## config.mk

```make
export PLATFORM = sky130hd
export DESIGN_NAME = dual_timer_counter
export DESIGN_NICKNAME = d
export VERILOG_FILES = /design/src/hw/timer_pkg.sv /design/src/hw/pin_sync_edge.sv /design/src/hw/tick_divider.sv /design/src/hw/dual_timer_counter.sv
export VERILOG_INCLUDE_DIRS = /design/src /design/src/hw
export SDC_FILE = /design/constraint.sdc
export NUM_CORES = 1
export LEC_CHECK = 0
export BUFFER_PORTS_ARGS = -buffer_cell sky130_fd_sc_hd__clkbuf_2
export CAP_MARGIN = 5
export CORE_MARGIN = 2
export CORE_UTILIZATION = 55
export CTS_BUF_LIST = sky130_fd_sc_hd__clkbuf_4 sky130_fd_sc_hd__clkbuf_8 sky130_fd_sc_hd__clkbuf_16
export DETAILED_ROUTE_END_ITERATION = 10
export PLACE_DENSITY = 0.79
export SYNTH_ARGS = -nofsm -noshare
export SYNTH_HDL_FRONTEND = slang
export SYNTH_SLANG_ARGS = --single-unit
```

## constraint.sdc

```tcl
create_clock -name clk_sys -period 1.9 [get_ports clk_sys]
set_input_delay 0.285 -clock clk_sys [delete_from_list [all_inputs] [get_ports clk_sys]]
set_output_delay 0.285 -clock clk_sys [all_outputs]
set_load 0.01 [all_outputs]
```

## src/hw/timer_defs.svh

```systemverilog
// register addresses, field positions, reset values and divider counts
`ifndef TIMER_DEFS_SVH
`define TIMER_DEFS_SVH

`define ADDR_RUN_FLAG_CTRL  8'h88
`define ADDR_MODE_CTRL      8'h89
`define ADDR_ZERO_LOW       8'h8A
`define ADDR_ONE_LOW        8'h8B
`define ADDR_ZERO_HIGH      8'h8C
`define ADDR_ONE_HIGH       8'h8D
`define ADDR_CLOCK_SEL      8'h8E
`define ADDR_IRQ_ENABLE     8'hA8

`define BIT_ONE_OVF         7
`define BIT_ONE_RUN         6
`define BIT_ZERO_OVF        5
`define BIT_ZERO_RUN        4
`define BIT_EXT_ONE_FLAG    3
`define BIT_EXT_ONE_TYPE    2
`define BIT_EXT_ZERO_FLAG   1
`define BIT_EXT_ZERO_TYPE   0

`define FIELD_ONE_BASE      4
`define FIELD_ZERO_BASE     0
`define BIT_MODE_LOW        0
`define BIT_MODE_HIGH       1
`define BIT_COUNT_SEL       2
`define BIT_PIN_GATE        3

`define BIT_ZERO_CLK_SEL    3
`define BIT_ONE_CLK_SEL     4

`define BIT_GLOBAL_EN       7
`define BIT_ONE_TMR_EN      3
`define BIT_EXT_ONE_EN      2
`define BIT_ZERO_TMR_EN     1
`define BIT_EXT_ZERO_EN     0

`define PIN_ZERO_COUNT      0
`define PIN_ONE_COUNT       1
`define PIN_EXT_ZERO        2
`define PIN_EXT_ONE         3

`define RST_RUN_FLAG        8'h00
`define RST_MODE            8'h00
`define RST_COUNT           8'h00
`define RST_CLOCK_SEL       8'h01
`define RST_IRQ_ENABLE      8'h00
`define UNMAPPED_READ       8'hFF

`define PRESCALE_TOP        5'h1F
`define BYTE_TOP            8'hFF
`define DIV_FAST            4
`define DIV_SLOW            12

`endif

```

## src/hw/timer_pkg.sv

```systemverilog
// types shared by the timer/counter block
package timer_pkg;

    typedef enum logic [1:0] {
        MODE_PRESCALE = 2'b00,
        MODE_FULL     = 2'b01,
        MODE_RELOAD   = 2'b10,
        MODE_SPLIT    = 2'b11
    } timer_mode_e;

    typedef logic [7:0] byte_t;

endpackage : timer_pkg

```

## src/hw/pin_sync_edge.sv

```systemverilog
// two-flop pin synchroniser with falling-edge detection
module pin_sync_edge #(
    parameter int WIDTH = 4
) (
    input  wire logic             clk_sys,
    input  wire logic             nrst,
    input  wire logic [WIDTH-1:0] pinIn,
    output logic      [WIDTH-1:0] pinLevel,
    output logic      [WIDTH-1:0] pinFall
);

    logic [WIDTH-1:0] meta_reg;
    logic [WIDTH-1:0] sync_reg;
    logic [WIDTH-1:0] prev_reg;

    // pins idle high, so reset high to avoid a false edge at release
    always_ff @(posedge clk_sys or negedge nrst)
    begin
        if (!nrst)
        begin
            meta_reg <= '1;
            sync_reg <= '1;
            prev_reg <= '1;
        end
        else
        begin
            meta_reg <= pinIn;
            sync_reg <= meta_reg;
            prev_reg <= sync_reg;
        end
    end

    assign pinLevel = sync_reg;
    assign pinFall  = prev_reg & ~sync_reg;

endmodule : pin_sync_edge

```

## src/hw/tick_divider.sv

```systemverilog
// free-running divider giving a one-cycle tick every DIV clocks
module tick_divider #(
    parameter int unsigned DIV = 12
) (
    input  wire logic clk_sys,
    input  wire logic nrst,
    output logic      tick
);

    localparam int unsigned W = (DIV > 2) ? $clog2(DIV) : 1;
    localparam logic [W-1:0] TOP = W'(DIV - 1);

    logic [W-1:0] cnt_reg;
    logic [W-1:0] cnt_next;

    assign tick     = (cnt_reg == TOP);
    assign cnt_next = tick ? '0 : W'(cnt_reg + 1'b1);

    always_ff @(posedge clk_sys or negedge nrst)
    begin
        if (!nrst)
            cnt_reg <= '0;
        else
            cnt_reg <= cnt_next;
    end

endmodule : tick_divider

```

## src/hw/dual_timer_counter.sv

```systemverilog
// two timer/counter units with external interrupt detect flags
//
// Overview of operation
// overflow sets flag; vector clears; software writes
// unit counts only while run bit set
// external pin condition sets its detect flag
// edge flag cleared on vector; level tracks pin
// type bit selects falling edge or low level
// gate set: count only with pin high
// gate clear: count on run bit alone
// select bit: internal ticks or pin falls
// mode 00: 8-bit counter, 5-bit prescaler
// mode 01: 16-bit counter from both bytes
// mode 10: low byte reloads from high
// mode 3: unit zero split in two
// unit one in mode 3 holds value
// clock select: divide by 4 or 12
// count bytes readable and writable separately
// control register bit layout as specified
// requests gated by own and global enable
// count and interrupt inputs from port pins
// mode register: unit one high nibble
// pins synchronised; modes 0/1 wrap to zero
// split high byte overflow sets unit one flag
`include "timer_defs.svh"

module dual_timer_counter (
    input  wire logic       clk_sys,
    input  wire logic       nrst,
    input  wire logic [7:0] sfrAddr,
    input  wire logic       sfrWrEn,
    input  wire logic [7:0] sfrWrData,
    input  wire logic       sfrRdEn,
    output logic      [7:0] sfrRdData,
    input  wire logic       unitZeroCountPin,
    input  wire logic       unitOneCountPin,
    input  wire logic       extIntZeroPin,
    input  wire logic       extIntOnePin,
    input  wire logic       unitZeroVectorAck,
    input  wire logic       unitOneVectorAck,
    input  wire logic       extIntZeroVectorAck,
    input  wire logic       extIntOneVectorAck,
    output logic            unitZeroIrqReq,
    output logic            unitOneIrqReq,
    output logic            extIntZeroIrqReq,
    output logic            extIntOneIrqReq
);

    // one counting step: returns {overflow, high, low}
    function automatic logic [16:0] stepCount(
        input logic [1:0]     mode,
        input timer_pkg::byte_t lo,
        input timer_pkg::byte_t hi,
        input logic           inc
    );
        logic [16:0] res;
        res = {1'b0, hi, lo};
        if (inc)
        begin
            unique case (timer_pkg::timer_mode_e'(mode))
                timer_pkg::MODE_PRESCALE:
                begin
                    res[4:0] = 5'(lo[4:0] + 5'h01);
                    if (lo[4:0] == `PRESCALE_TOP)
                    begin
                        res[15:8] = 8'(hi + 8'h01);
                        res[16]   = (hi == `BYTE_TOP);
                    end
                end
                timer_pkg::MODE_FULL:
                begin
                    res[15:0] = 16'({hi, lo} + 16'h0001);
                    res[16]   = ({hi, lo} == {`BYTE_TOP, `BYTE_TOP});
                end
                timer_pkg::MODE_RELOAD:
                begin
                    res[7:0] = (lo == `BYTE_TOP) ? hi : 8'(lo + 8'h01);
                    res[16]  = (lo == `BYTE_TOP);
                end
                timer_pkg::MODE_SPLIT:
                begin
                    res[7:0] = 8'(lo + 8'h01);
                    res[16]  = (lo == `BYTE_TOP);
                end
            endcase
        end
        return res;
    endfunction : stepCount

    timer_pkg::byte_t runFlagControl_reg;
    timer_pkg::byte_t modeControl_reg;
    timer_pkg::byte_t zeroLowByte_reg;
    timer_pkg::byte_t oneLowByte_reg;
    timer_pkg::byte_t zeroHighByte_reg;
    timer_pkg::byte_t oneHighByte_reg;
    timer_pkg::byte_t clockSelect_reg;
    timer_pkg::byte_t irqEnable_reg;
    timer_pkg::byte_t rdData_reg;

    timer_pkg::byte_t runFlagControl_next;
    timer_pkg::byte_t zeroLowByte_next;
    timer_pkg::byte_t oneLowByte_next;
    timer_pkg::byte_t zeroHighByte_next;
    timer_pkg::byte_t oneHighByte_next;
    timer_pkg::byte_t rdData_next;

    logic [3:0] pinLevel;
    logic [3:0] pinFall;
    logic       tickFast;
    logic       tickSlow;

    // port alternate-function inputs, synchronised before use
    pin_sync_edge #(
        .WIDTH (4)
    ) pinSync (
        .clk_sys  (clk_sys),
        .nrst     (nrst),
        .pinIn    ({extIntOnePin, extIntZeroPin, unitOneCountPin, unitZeroCountPin}),
        .pinLevel (pinLevel),
        .pinFall  (pinFall)
    );

    tick_divider #(
        .DIV (`DIV_FAST)
    ) fastDiv (
        .clk_sys (clk_sys),
        .nrst    (nrst),
        .tick    (tickFast)
    );

    tick_divider #(
        .DIV (`DIV_SLOW)
    ) slowDiv (
        .clk_sys (clk_sys),
        .nrst    (nrst),
        .tick    (tickSlow)
    );

    // register decode
    logic wrRunFlag;
    logic wrMode;
    logic wrZeroLow;
    logic wrOneLow;
    logic wrZeroHigh;
    logic wrOneHigh;
    logic wrClockSel;
    logic wrIrqEnable;

    assign wrRunFlag   = sfrWrEn && (sfrAddr == `ADDR_RUN_FLAG_CTRL);
    assign wrMode      = sfrWrEn && (sfrAddr == `ADDR_MODE_CTRL);
    assign wrZeroLow   = sfrWrEn && (sfrAddr == `ADDR_ZERO_LOW);
    assign wrOneLow    = sfrWrEn && (sfrAddr == `ADDR_ONE_LOW);
    assign wrZeroHigh  = sfrWrEn && (sfrAddr == `ADDR_ZERO_HIGH);
    assign wrOneHigh   = sfrWrEn && (sfrAddr == `ADDR_ONE_HIGH);
    assign wrClockSel  = sfrWrEn && (sfrAddr == `ADDR_CLOCK_SEL);
    assign wrIrqEnable = sfrWrEn && (sfrAddr == `ADDR_IRQ_ENABLE);

    // control fields
    logic [3:0] zeroModeField;
    logic [3:0] oneModeField;
    logic [1:0] zeroMode;
    logic [1:0] oneMode;
    logic       zeroRun;
    logic       oneRun;
    logic       extZeroEdge;
    logic       extOneEdge;

    assign zeroModeField = modeControl_reg[`FIELD_ZERO_BASE +: 4];
    assign oneModeField  = modeControl_reg[`FIELD_ONE_BASE +: 4];
    assign zeroMode = {zeroModeField[`BIT_MODE_HIGH], zeroModeField[`BIT_MODE_LOW]};
    assign oneMode  = {oneModeField[`BIT_MODE_HIGH], oneModeField[`BIT_MODE_LOW]};
    assign zeroRun  = runFlagControl_reg[`BIT_ZERO_RUN];
    assign oneRun   = runFlagControl_reg[`BIT_ONE_RUN];
    assign extZeroEdge = runFlagControl_reg[`BIT_EXT_ZERO_TYPE];
    assign extOneEdge  = runFlagControl_reg[`BIT_EXT_ONE_TYPE];

    // internal tick rate per unit
    logic zeroTick;
    logic oneTick;

    assign zeroTick = clockSelect_reg[`BIT_ZERO_CLK_SEL] ? tickFast : tickSlow;
    assign oneTick  = clockSelect_reg[`BIT_ONE_CLK_SEL] ? tickFast : tickSlow;

    // run qualification with optional pin gating
    logic zeroEnable;
    logic oneEnable;

    assign zeroEnable = zeroRun &&
        (!zeroModeField[`BIT_PIN_GATE] || pinLevel[`PIN_EXT_ZERO]);
    assign oneEnable  = oneRun &&
        (!oneModeField[`BIT_PIN_GATE] || pinLevel[`PIN_EXT_ONE]);

    // count source: internal tick or falling edge of count pin
    logic zeroEvent;
    logic oneEvent;

    assign zeroEvent = zeroModeField[`BIT_COUNT_SEL] ? pinFall[`PIN_ZERO_COUNT] : zeroTick;
    assign oneEvent  = oneModeField[`BIT_COUNT_SEL] ? pinFall[`PIN_ONE_COUNT] : oneTick;

    logic zeroInc;
    logic oneInc;
    logic splitHighInc;
    logic zeroSplit;

    assign zeroSplit    = (zeroMode == timer_pkg::MODE_SPLIT);
    assign zeroInc      = zeroEnable && zeroEvent;
    assign oneInc       = oneEnable && oneEvent && (oneMode != timer_pkg::MODE_SPLIT);
    // split high byte is a timer only, run by unit one's run bit
    assign splitHighInc = zeroSplit && oneRun && oneTick;

    logic [16:0] zeroStep;
    logic [16:0] oneStep;
    logic [8:0]  splitHighSum;
    logic        splitHighOvf;

    assign zeroStep = stepCount(zeroMode, zeroLowByte_reg, zeroHighByte_reg, zeroInc);
    assign oneStep  = stepCount(oneMode, oneLowByte_reg, oneHighByte_reg, oneInc);
    assign splitHighSum = {1'b0, zeroHighByte_reg} + 9'h001;
    assign splitHighOvf = splitHighInc && splitHighSum[8];

    // software writes win over counting for the addressed byte
    logic [7:0] zeroHighCounted;

    assign zeroHighCounted   = zeroSplit ?
        (splitHighInc ? splitHighSum[7:0] : zeroHighByte_reg) : zeroStep[15:8];
    assign zeroLowByte_next  = wrZeroLow ? sfrWrData : zeroStep[7:0];
    assign zeroHighByte_next = wrZeroHigh ? sfrWrData : zeroHighCounted;
    assign oneLowByte_next   = wrOneLow ? sfrWrData : oneStep[7:0];
    assign oneHighByte_next  = wrOneHigh ? sfrWrData : oneStep[15:8];

    // overflow flags: hardware set wins over vector or software clear
    logic zeroOvfSet;
    logic oneOvfSet;
    logic zeroOvfKeep;
    logic oneOvfKeep;

    assign zeroOvfSet  = zeroStep[16];
    assign oneOvfSet   = oneStep[16] || splitHighOvf;
    assign zeroOvfKeep = wrRunFlag ? sfrWrData[`BIT_ZERO_OVF] :
        (runFlagControl_reg[`BIT_ZERO_OVF] && !unitZeroVectorAck);
    assign oneOvfKeep  = wrRunFlag ? sfrWrData[`BIT_ONE_OVF] :
        (runFlagControl_reg[`BIT_ONE_OVF] && !unitOneVectorAck);

    // external detect flags: edge latches, level follows pin
    logic extZeroKeep;
    logic extOneKeep;
    logic extZeroFlag;
    logic extOneFlag;

    assign extZeroKeep = wrRunFlag ? sfrWrData[`BIT_EXT_ZERO_FLAG] :
        (runFlagControl_reg[`BIT_EXT_ZERO_FLAG] && !extIntZeroVectorAck);
    assign extOneKeep  = wrRunFlag ? sfrWrData[`BIT_EXT_ONE_FLAG] :
        (runFlagControl_reg[`BIT_EXT_ONE_FLAG] && !extIntOneVectorAck);
    assign extZeroFlag = extZeroEdge ?
        (extZeroKeep || pinFall[`PIN_EXT_ZERO]) : !pinLevel[`PIN_EXT_ZERO];
    assign extOneFlag  = extOneEdge ?
        (extOneKeep || pinFall[`PIN_EXT_ONE]) : !pinLevel[`PIN_EXT_ONE];

    logic [1:0] runBits;

    assign runBits = wrRunFlag ? {sfrWrData[`BIT_ONE_RUN], sfrWrData[`BIT_ZERO_RUN]} :
        {oneRun, zeroRun};

    assign runFlagControl_next = {
        oneOvfKeep || oneOvfSet,
        runBits[1],
        zeroOvfKeep || zeroOvfSet,
        runBits[0],
        extOneFlag,
        wrRunFlag ? sfrWrData[`BIT_EXT_ONE_TYPE] : extOneEdge,
        extZeroFlag,
        wrRunFlag ? sfrWrData[`BIT_EXT_ZERO_TYPE] : extZeroEdge
    };

    // read mux; unmapped addresses read high
    assign rdData_next =
        (sfrAddr == `ADDR_RUN_FLAG_CTRL) ? runFlagControl_reg :
        (sfrAddr == `ADDR_MODE_CTRL)     ? modeControl_reg :
        (sfrAddr == `ADDR_ZERO_LOW)      ? zeroLowByte_reg :
        (sfrAddr == `ADDR_ONE_LOW)       ? oneLowByte_reg :
        (sfrAddr == `ADDR_ZERO_HIGH)     ? zeroHighByte_reg :
        (sfrAddr == `ADDR_ONE_HIGH)      ? oneHighByte_reg :
        (sfrAddr == `ADDR_CLOCK_SEL)     ? clockSelect_reg :
        (sfrAddr == `ADDR_IRQ_ENABLE)    ? irqEnable_reg : `UNMAPPED_READ;

    always_ff @(posedge clk_sys or negedge nrst)
    begin
        if (!nrst)
        begin
            runFlagControl_reg <= `RST_RUN_FLAG;
            zeroLowByte_reg    <= `RST_COUNT;
            oneLowByte_reg     <= `RST_COUNT;
            zeroHighByte_reg   <= `RST_COUNT;
            oneHighByte_reg    <= `RST_COUNT;
        end
        else
        begin
            runFlagControl_reg <= runFlagControl_next;
            zeroLowByte_reg    <= zeroLowByte_next;
            oneLowByte_reg     <= oneLowByte_next;
            zeroHighByte_reg   <= zeroHighByte_next;
            oneHighByte_reg    <= oneHighByte_next;
        end
    end

    always_ff @(posedge clk_sys or negedge nrst)
    begin
        if (!nrst)
        begin
            modeControl_reg <= `RST_MODE;
            clockSelect_reg <= `RST_CLOCK_SEL;
            irqEnable_reg   <= `RST_IRQ_ENABLE;
        end
        else
        begin
            if (wrMode)
                modeControl_reg <= sfrWrData;
            if (wrClockSel)
                clockSelect_reg <= sfrWrData;
            if (wrIrqEnable)
                irqEnable_reg <= sfrWrData;
        end
    end

    always_ff @(posedge clk_sys or negedge nrst)
    begin
        if (!nrst)
            rdData_reg <= `UNMAPPED_READ;
        else if (sfrRdEn)
            rdData_reg <= rdData_next;
    end

    assign sfrRdData = rdData_reg;

    // interrupt requests: own enable and global enable
    logic globalEnable;

    assign globalEnable     = irqEnable_reg[`BIT_GLOBAL_EN];
    assign unitZeroIrqReq   = globalEnable && irqEnable_reg[`BIT_ZERO_TMR_EN] &&
        runFlagControl_reg[`BIT_ZERO_OVF];
    assign unitOneIrqReq    = globalEnable && irqEnable_reg[`BIT_ONE_TMR_EN] &&
        runFlagControl_reg[`BIT_ONE_OVF];
    assign extIntZeroIrqReq = globalEnable && irqEnable_reg[`BIT_EXT_ZERO_EN] &&
        runFlagControl_reg[`BIT_EXT_ZERO_FLAG];
    assign extIntOneIrqReq  = globalEnable && irqEnable_reg[`BIT_EXT_ONE_EN] &&
        runFlagControl_reg[`BIT_EXT_ONE_FLAG];

endmodule : dual_timer_counter

```

==> results of run 1 <==
==> layout by cell type (no fill, tap or decap), types with 11 or more instances in the layout <==
cell type	Yosys	final
a31oi_1	11	11
inv_1	20	17
nand3_1	21	18
mux2i_1	15	12
and3_1	13	12
dfstp_2	21	21
nor2_1	48	45
nand2_1	62	60
o21ai_1	5	15
o21ai_0	56	43
xnor2_1	12	11
mux2_2	23	23
buf_4	1	118
clkbuf_2	0	38
dfrtp_1	69	66
a21oi_1	23	21
==> path summary, 6_finish.rpt <==
kind | startpoint | end | slack, ns | depth (start not counted)
max | pinSync.pinLevel[3] | oneHighByte_reg[0] | -0.1 | 7
min | sfrWrData[1] | zeroLowByte_reg[1] | 0.21 | 3
max reg2reg | pinSync.pinLevel[3] | oneHighByte_reg[0] | -0.1 | 7
min reg2reg | pinSync.meta_reg[2] | pinSync.pinLevel[2] | 0.36 | 0
max in group asynchronous | nrst | pinSync.prev_reg[3] | 0.85 | 3
min in group asynchronous | nrst | zeroLowByte_reg[1] | 0.43 | 2
==> routing by layer <==
metal  share of wire  vias up  global-route usage
met3           0.088       60              0.0447
met4           0.041        0               0.174
met1            0.40     2644               0.493
met2            0.47      322               0.558
li1                -     2445                   -
met5               0        -                   0
==> per-stage QoR <==
stage               hold slack [ns]  setup TNS, ns  total power [µW]  setup WS, ns  std cells
floorplan                   -0.0106         -0.239              3730       -0.0921        577
global placement              0.262          -1.20              4590        -0.181        830
detailed placement            0.265          -1.89              4650        -0.134        830
CTS                           0.219         -0.129              6100       -0.0932        856
global route                  0.215          -2.14              6700        -0.180        872
finish                        0.209         -0.461              6410       -0.0974        872
==> worst max-delay path, delay by kind of cell, from the launching register on <==
family / cells / cell delay [ns]
compound gates: 3 / 0.87
xor+xnor: 1 / 0.15
simple gates: 1 / 0.14
buf+inv: 2 / 0.21
flops: 1 / 0.55
==> logic make-up after synthesis <==
group	count (synthesis)	share of synthesized area
flops	90	0.422
mux	38	0.0757
buf+inv	46	0.0454
fa+ha+maj	11	0.0255
simple gates	212	0.207
compound gates	165	0.201
xor+xnor	15	0.0243
==> layout make-up <==
class	instances	area share
tap	133	0.0229
sequential	90	0.315
timing repair buffer	170	0.174
inverter	21	0.0112
multi-input combinational	442	0.449
clock inverter	6	0.00862
clock buffer	10	0.0190
==> power groups by stage <==
stage	Sequential [µW]	Clock, µW	Combinational [µW]
floorplan	2530	0	1200
finish	2600	1390	2420
global placement	2580	0	2010
global route	2620	1470	2610
CTS	2560	1380	2150
detailed placement	2600	0	2050
==> repair_timing <==
action                     CTS  global route
cloned                       1             1
gates resized for setup     28            59
buffers inserted             5            16
hold endpoints to repair    25             0
pin swaps                   23            41
setup endpoints to repair   25            32
hold buffers                 5             0
==> reports/results.ini, run 1 <==
[floorplan]
rows = 36
initial_utilization = 0.561
die_h_um = 103
die_area_um2 = 10600
ios = 40
die_x_um = 103
coreArea_um2 = 9640

[cells_and_area]
multiInputGateArea_um2 = 3260
final_util = 0.753
fin_area_um2 = 7250
area_delta_synth_final_pct = 34.2
fillers = 736
fin_nets = 773
n_antenna_cell = 0
drive_above_1_share = 0.414
ff_latch_area_um2 = 2280

[clock_network]
clk_latency_ns = 0.38
numCtsBuffers = 9
cts.sinks = 90
h-tree-depth = 3
cts_tree = built
cts.clk_slew.worst_paths_ns = 0.11
clockBufferDepth = 2
root_buffer = clkbuf_8

[timing]
setup_violations = 10
min_period_ns = 2.00
finalHoldViolCount = 0
rsz0062_at_grt = yes
worst_pin_slew_ns = 0.744
period_share = 1.05
setup_ws_ns = -0.0974
fmax_mhz = 501
relSlewSlack = 0.500
fin_worst_skew_ns = 0.0140
maxSlewViolCount = 0

[placed_design]
port_buffers = 39
placed_area_um2 = 6480
post-dp-hpwl_um = 13500
gp_congestion = 0.977

[yosys]
synthFlopType = dfrtp_1
ys_seq_area_frac = 0.422
ys_warn_count = 0
ys_types = 76
yosys.area.top_type = dfrtp_1
async_flop_share = 1.00
synth_nets = 616
synth_cells = 577
synth.most_common_cell = dfrtp_1
synth_top_cells_by_area = dfrtp_1 32%, dfstp_2 10%, o21ai_0 5.2%
syn_area_um2 = 5410
netlist_top_cells_count = 69 x dfrtp_1, 62 x nand2_1, 56 x o21ai_0
syn_area_per_cell_um2 = 9.37
synth_top_area_share = 0.319
ys_ff_latch = 90
synth-edff-count = 0

[setup_path]
critPathLaunchType = flip-flop
cp.required_ns = 2.21
cpMaxStageDelayCell = dfstp_2
worst_ep_arrival_time_ns = 2.30
crit_chain = inv_2 > a221oi_4 > nand2_4 > buf_4 > a2111o_1 > xnor2_2 > a21oi_1
crit_type = flip-flop to flip-flop
max_stage_delay_ns = 0.55
critPathCaptureType = flip-flop
path_max_fanout = 7

[pwr]
ir_drop_uv = 512
swShare = 0.390
combPwrFrac = 0.378
netSwitchingPower_uw = 2500
p_per_area_nw_per_um2 = 884
intPower_uw = 3910
p_clk_frac = 0.217
leakage_uw = 0.00315
seq_power_share = 0.405

[routing]
dr.pass1.iters = 5
routedWlPerCell_um = 21.7
totalWireLength_um = 19000
ant_nets = 0
vias = 5471
first_iter_violations = 534
viasPerCell = 6.27
drc = 0

[status]
violations = negative setup slack
outcome = complete, but fails checks

[global_route]
grt_usage = 0.357
grt_pass1_vias = 5136
grt_pass1_wl_um = 27800
grt-ovfl-total = 0
antenna_found_initial = 0
grt_max_degree = 35

[min_path]
hold_path.class = primary input to flip-flop

[run]
maxCapViolCount = 0

(Power assumes the default switching activity.)
==> run 2: changes to the inputs <==
- CORE_UTILIZATION: 55 -> 38
- PLACE_DENSITY: 0.79 -> 0.59
==> run 2 against run 1 <==
The flow still finishes with violations (negative setup slack). Largest power group unchanged. Global-route usage shrank 9.9 points. Via count is 2.6% lower. Clock power grew 26%. Total power grew 6.1%. Critical path type unchanged. Count of clock-buffer cells in the layout is 1 higher.
==> reports/results.ini, run 2 (synthesis results as in run 1) <==
[placed_design]
placed_area_um2 = 6550  ; +1.1%
gp_congestion = 0.996  ; +1.9%
post-dp-hpwl_um = 13700  ; +1.5%
place_ws_ns = -0.104  ; +0.0296 ns
dp_cells = 880  ; +6.0%
port_buffers = 39  ; unchanged

[timing]
fin_worst_skew_ns = 0.00963  ; -0.00440 ns
finalHoldViolCount = 0  ; unchanged
relSlewSlack = 0.609  ; +0.109
maxSlewViolCount = 0  ; unchanged
setup_ws_ns = -0.0828  ; +0.0145 ns
setup_violations = 11  ; +1
period_share = 1.04  ; -0.00765
worst_pin_slew_ns = 0.583  ; -0.161 ns
rsz0062_at_grt = yes
hold_ws_ns = 0.00759  ; -0.201 ns
min_period_ns = 1.98  ; -0.0145 ns
fmax_mhz = 504  ; +0.73%

[routing]
highest_layer = met4
totalWireLength_um = 19100  ; +0.91%
vias = 5329  ; -2.6%
met1_length_um = 8530  ; +12%
routedWlPerCell_um = 20.8  ; -4.5%
ant_nets = 0  ; unchanged
viasPerCell = 5.79  ; -7.8%
dr_wl_met2_um = 8770  ; -1.1%
dr.pass1.iters = 5  ; unchanged
first_iter_violations = 580  ; +8.6%
wl_met3_um = 1230  ; -26%
drc = 0  ; unchanged

[setup_path]
cp.required_ns = 2.19  ; -0.02 ns
r2r-start = pinSync.pinLevel[3]
crit_type = flip-flop to flip-flop
cp_top_family = compound AO/OA/AOI/OAI gates
crit_chain = inv_2 > a221oi_4 > nand2_4 > or3_4 > o311ai_2 > o21a_1
path_buf_inv = 1  ; -1
setup.worst_path.start = pinSync.pinLevel[3]
path_max_fanout = 5  ; -2
crit_cells = 6  ; -1
ff2ff_path_depth = 6  ; -1
critPathCaptureType = flip-flop
worst_ep_arrival_time_ns = 2.28  ; -0.02 ns
max_stage_delay_ns = 0.54  ; about the same
critPathLaunchType = flip-flop
cpMaxStageDelayCell = dfstp_2

[floorplan]
coreArea_um2 = 13900  ; +44%
initial_utilization = 0.389  ; -0.171
die_h_um = 123  ; +20%
rows = 43  ; +19%
die_x_um = 123  ; +20%
die_area_um2 = 15200  ; +43%
ios = 40  ; unchanged

[cells_and_area]
fin_area_um2 = 7460  ; +2.9%
final_cell_count_no_fill = 921  ; +5.6%
drive_above_1_share = 0.424  ; +0.00968
n_antenna_cell = 0  ; unchanged
area_delta_synth_final_pct = 38.1
fin_nets = 775  ; +0.26%
final_common_cell = buf_4
layout_common_cells = 120 x buf_4, 68 x dfrtp_1, 60 x nand2_1

[clock_network]
numCtsBuffers = 9  ; unchanged
h-tree-depth = 3  ; unchanged
cts.clk_slew.worst_paths_ns = 0.06  ; -0.05 ns
clk_latency_ns = 0.36  ; -0.02 ns
cts_tree = built
clockBufferDepth = 2  ; unchanged
root_buffer = clkbuf_16
cts.sinks = 90  ; unchanged

[min_path]
hold_path.class = primary input to flip-flop
hold_path.startpoint = extIntZeroPin
min_delay_path_depth = 1  ; -2

[global_route]
antenna_found_initial = 0  ; unchanged
grt-ovfl-total = 0  ; unchanged
grt_max_degree = 53  ; +51%
grt_usage = 0.259  ; -0.0986
grt_pass1_vias = 5082  ; -1.1%
grt_pass1_wl_um = 28800  ; +3.9%

[run]
maxCapViolCount = 0  ; unchanged

[pwr]
p_per_area_nw_per_um2 = 911  ; +3.1%
ir_drop_uv = 483  ; -5.7%
leakage_uw = 0.00319  ; +1.5%

[status]
violations = negative setup slack
outcome = complete, but fails checks

[run 2: cell count changes in the layout (fill, tap and decap cells not counted), moves of 3 or more]
cell	delta
inv_8	-4
buf_6	+5
clkbuf_8	-9
clkbuf_16	+9
dlygate4sd3_1	-3
[run 2: final timing paths]
kind                                             to  slack, ns
min in group asynchronous        zeroLowByte_reg[4]       0.33
worst min-delay path            pinSync.meta_reg[2]      0.008
worst max-delay path             oneHighByte_reg[7]      -0.08
max in group asynchronous       pinSync.meta_reg[0]       0.91
worst max register to register   oneHighByte_reg[7]      -0.08
worst min register to register  pinSync.pinLevel[2]       0.36
[run 2: cell type report]
cell class	instances	area (µm²)
Clock inverter	5	38.8
Multi-Input combinational cell	442	3310
Timing Repair Buffer	172	1280
Clock buffer	11	246
Inverter	21	78.8
Fill cell	1281	6420
Tap cell	180	225
Sequential cell	90	2280
[run 2: timing repair]
action,4_1_cts,5_1_grt
setup endpoints to repair,24,33
hold buffers,1,1
gates resized for setup,32,65
pin swaps,21,35
gates cloned,0,1
hold endpoints to repair,10,1
setup buffers,12,11
[run 2: report_power, final]
group,switching [µW],internal [µW]
Combinational,1300,1170
Clock,803,944
Sequential,358,2220
[run 2: per-layer routing]
layer | GRT usage | vias to the layer above
met5 | 0 | -
li1 | - | 2459
met3 | 0.0415 | 43
met2 | 0.389 | 206
met1 | 0.365 | 2621
met4 | 0.118 | 0
[run 2: worst reg2reg max path, cell delays in order (launching register included)]
cell and delay (ns):
dfstp_2 0.54, inv_2 0.05, a221oi_4 0.37, nand2_4 0.14, or3_4 0.40, o311ai_2 0.27, o21a_1 0.16
[run 2: through the flow]
step / setup TNS (ns) / util / total power [µW]
global placement: -0.703 / 0.472 / 4650
floorplan: -0.239 / - / 3730
detailed placement: -1.79 / 0.472 / 4690
CTS: -0.121 / 0.511 / 6570
finish: -0.404 / 0.538 / 6800
global route: -1.70 / 0.538 / 7140
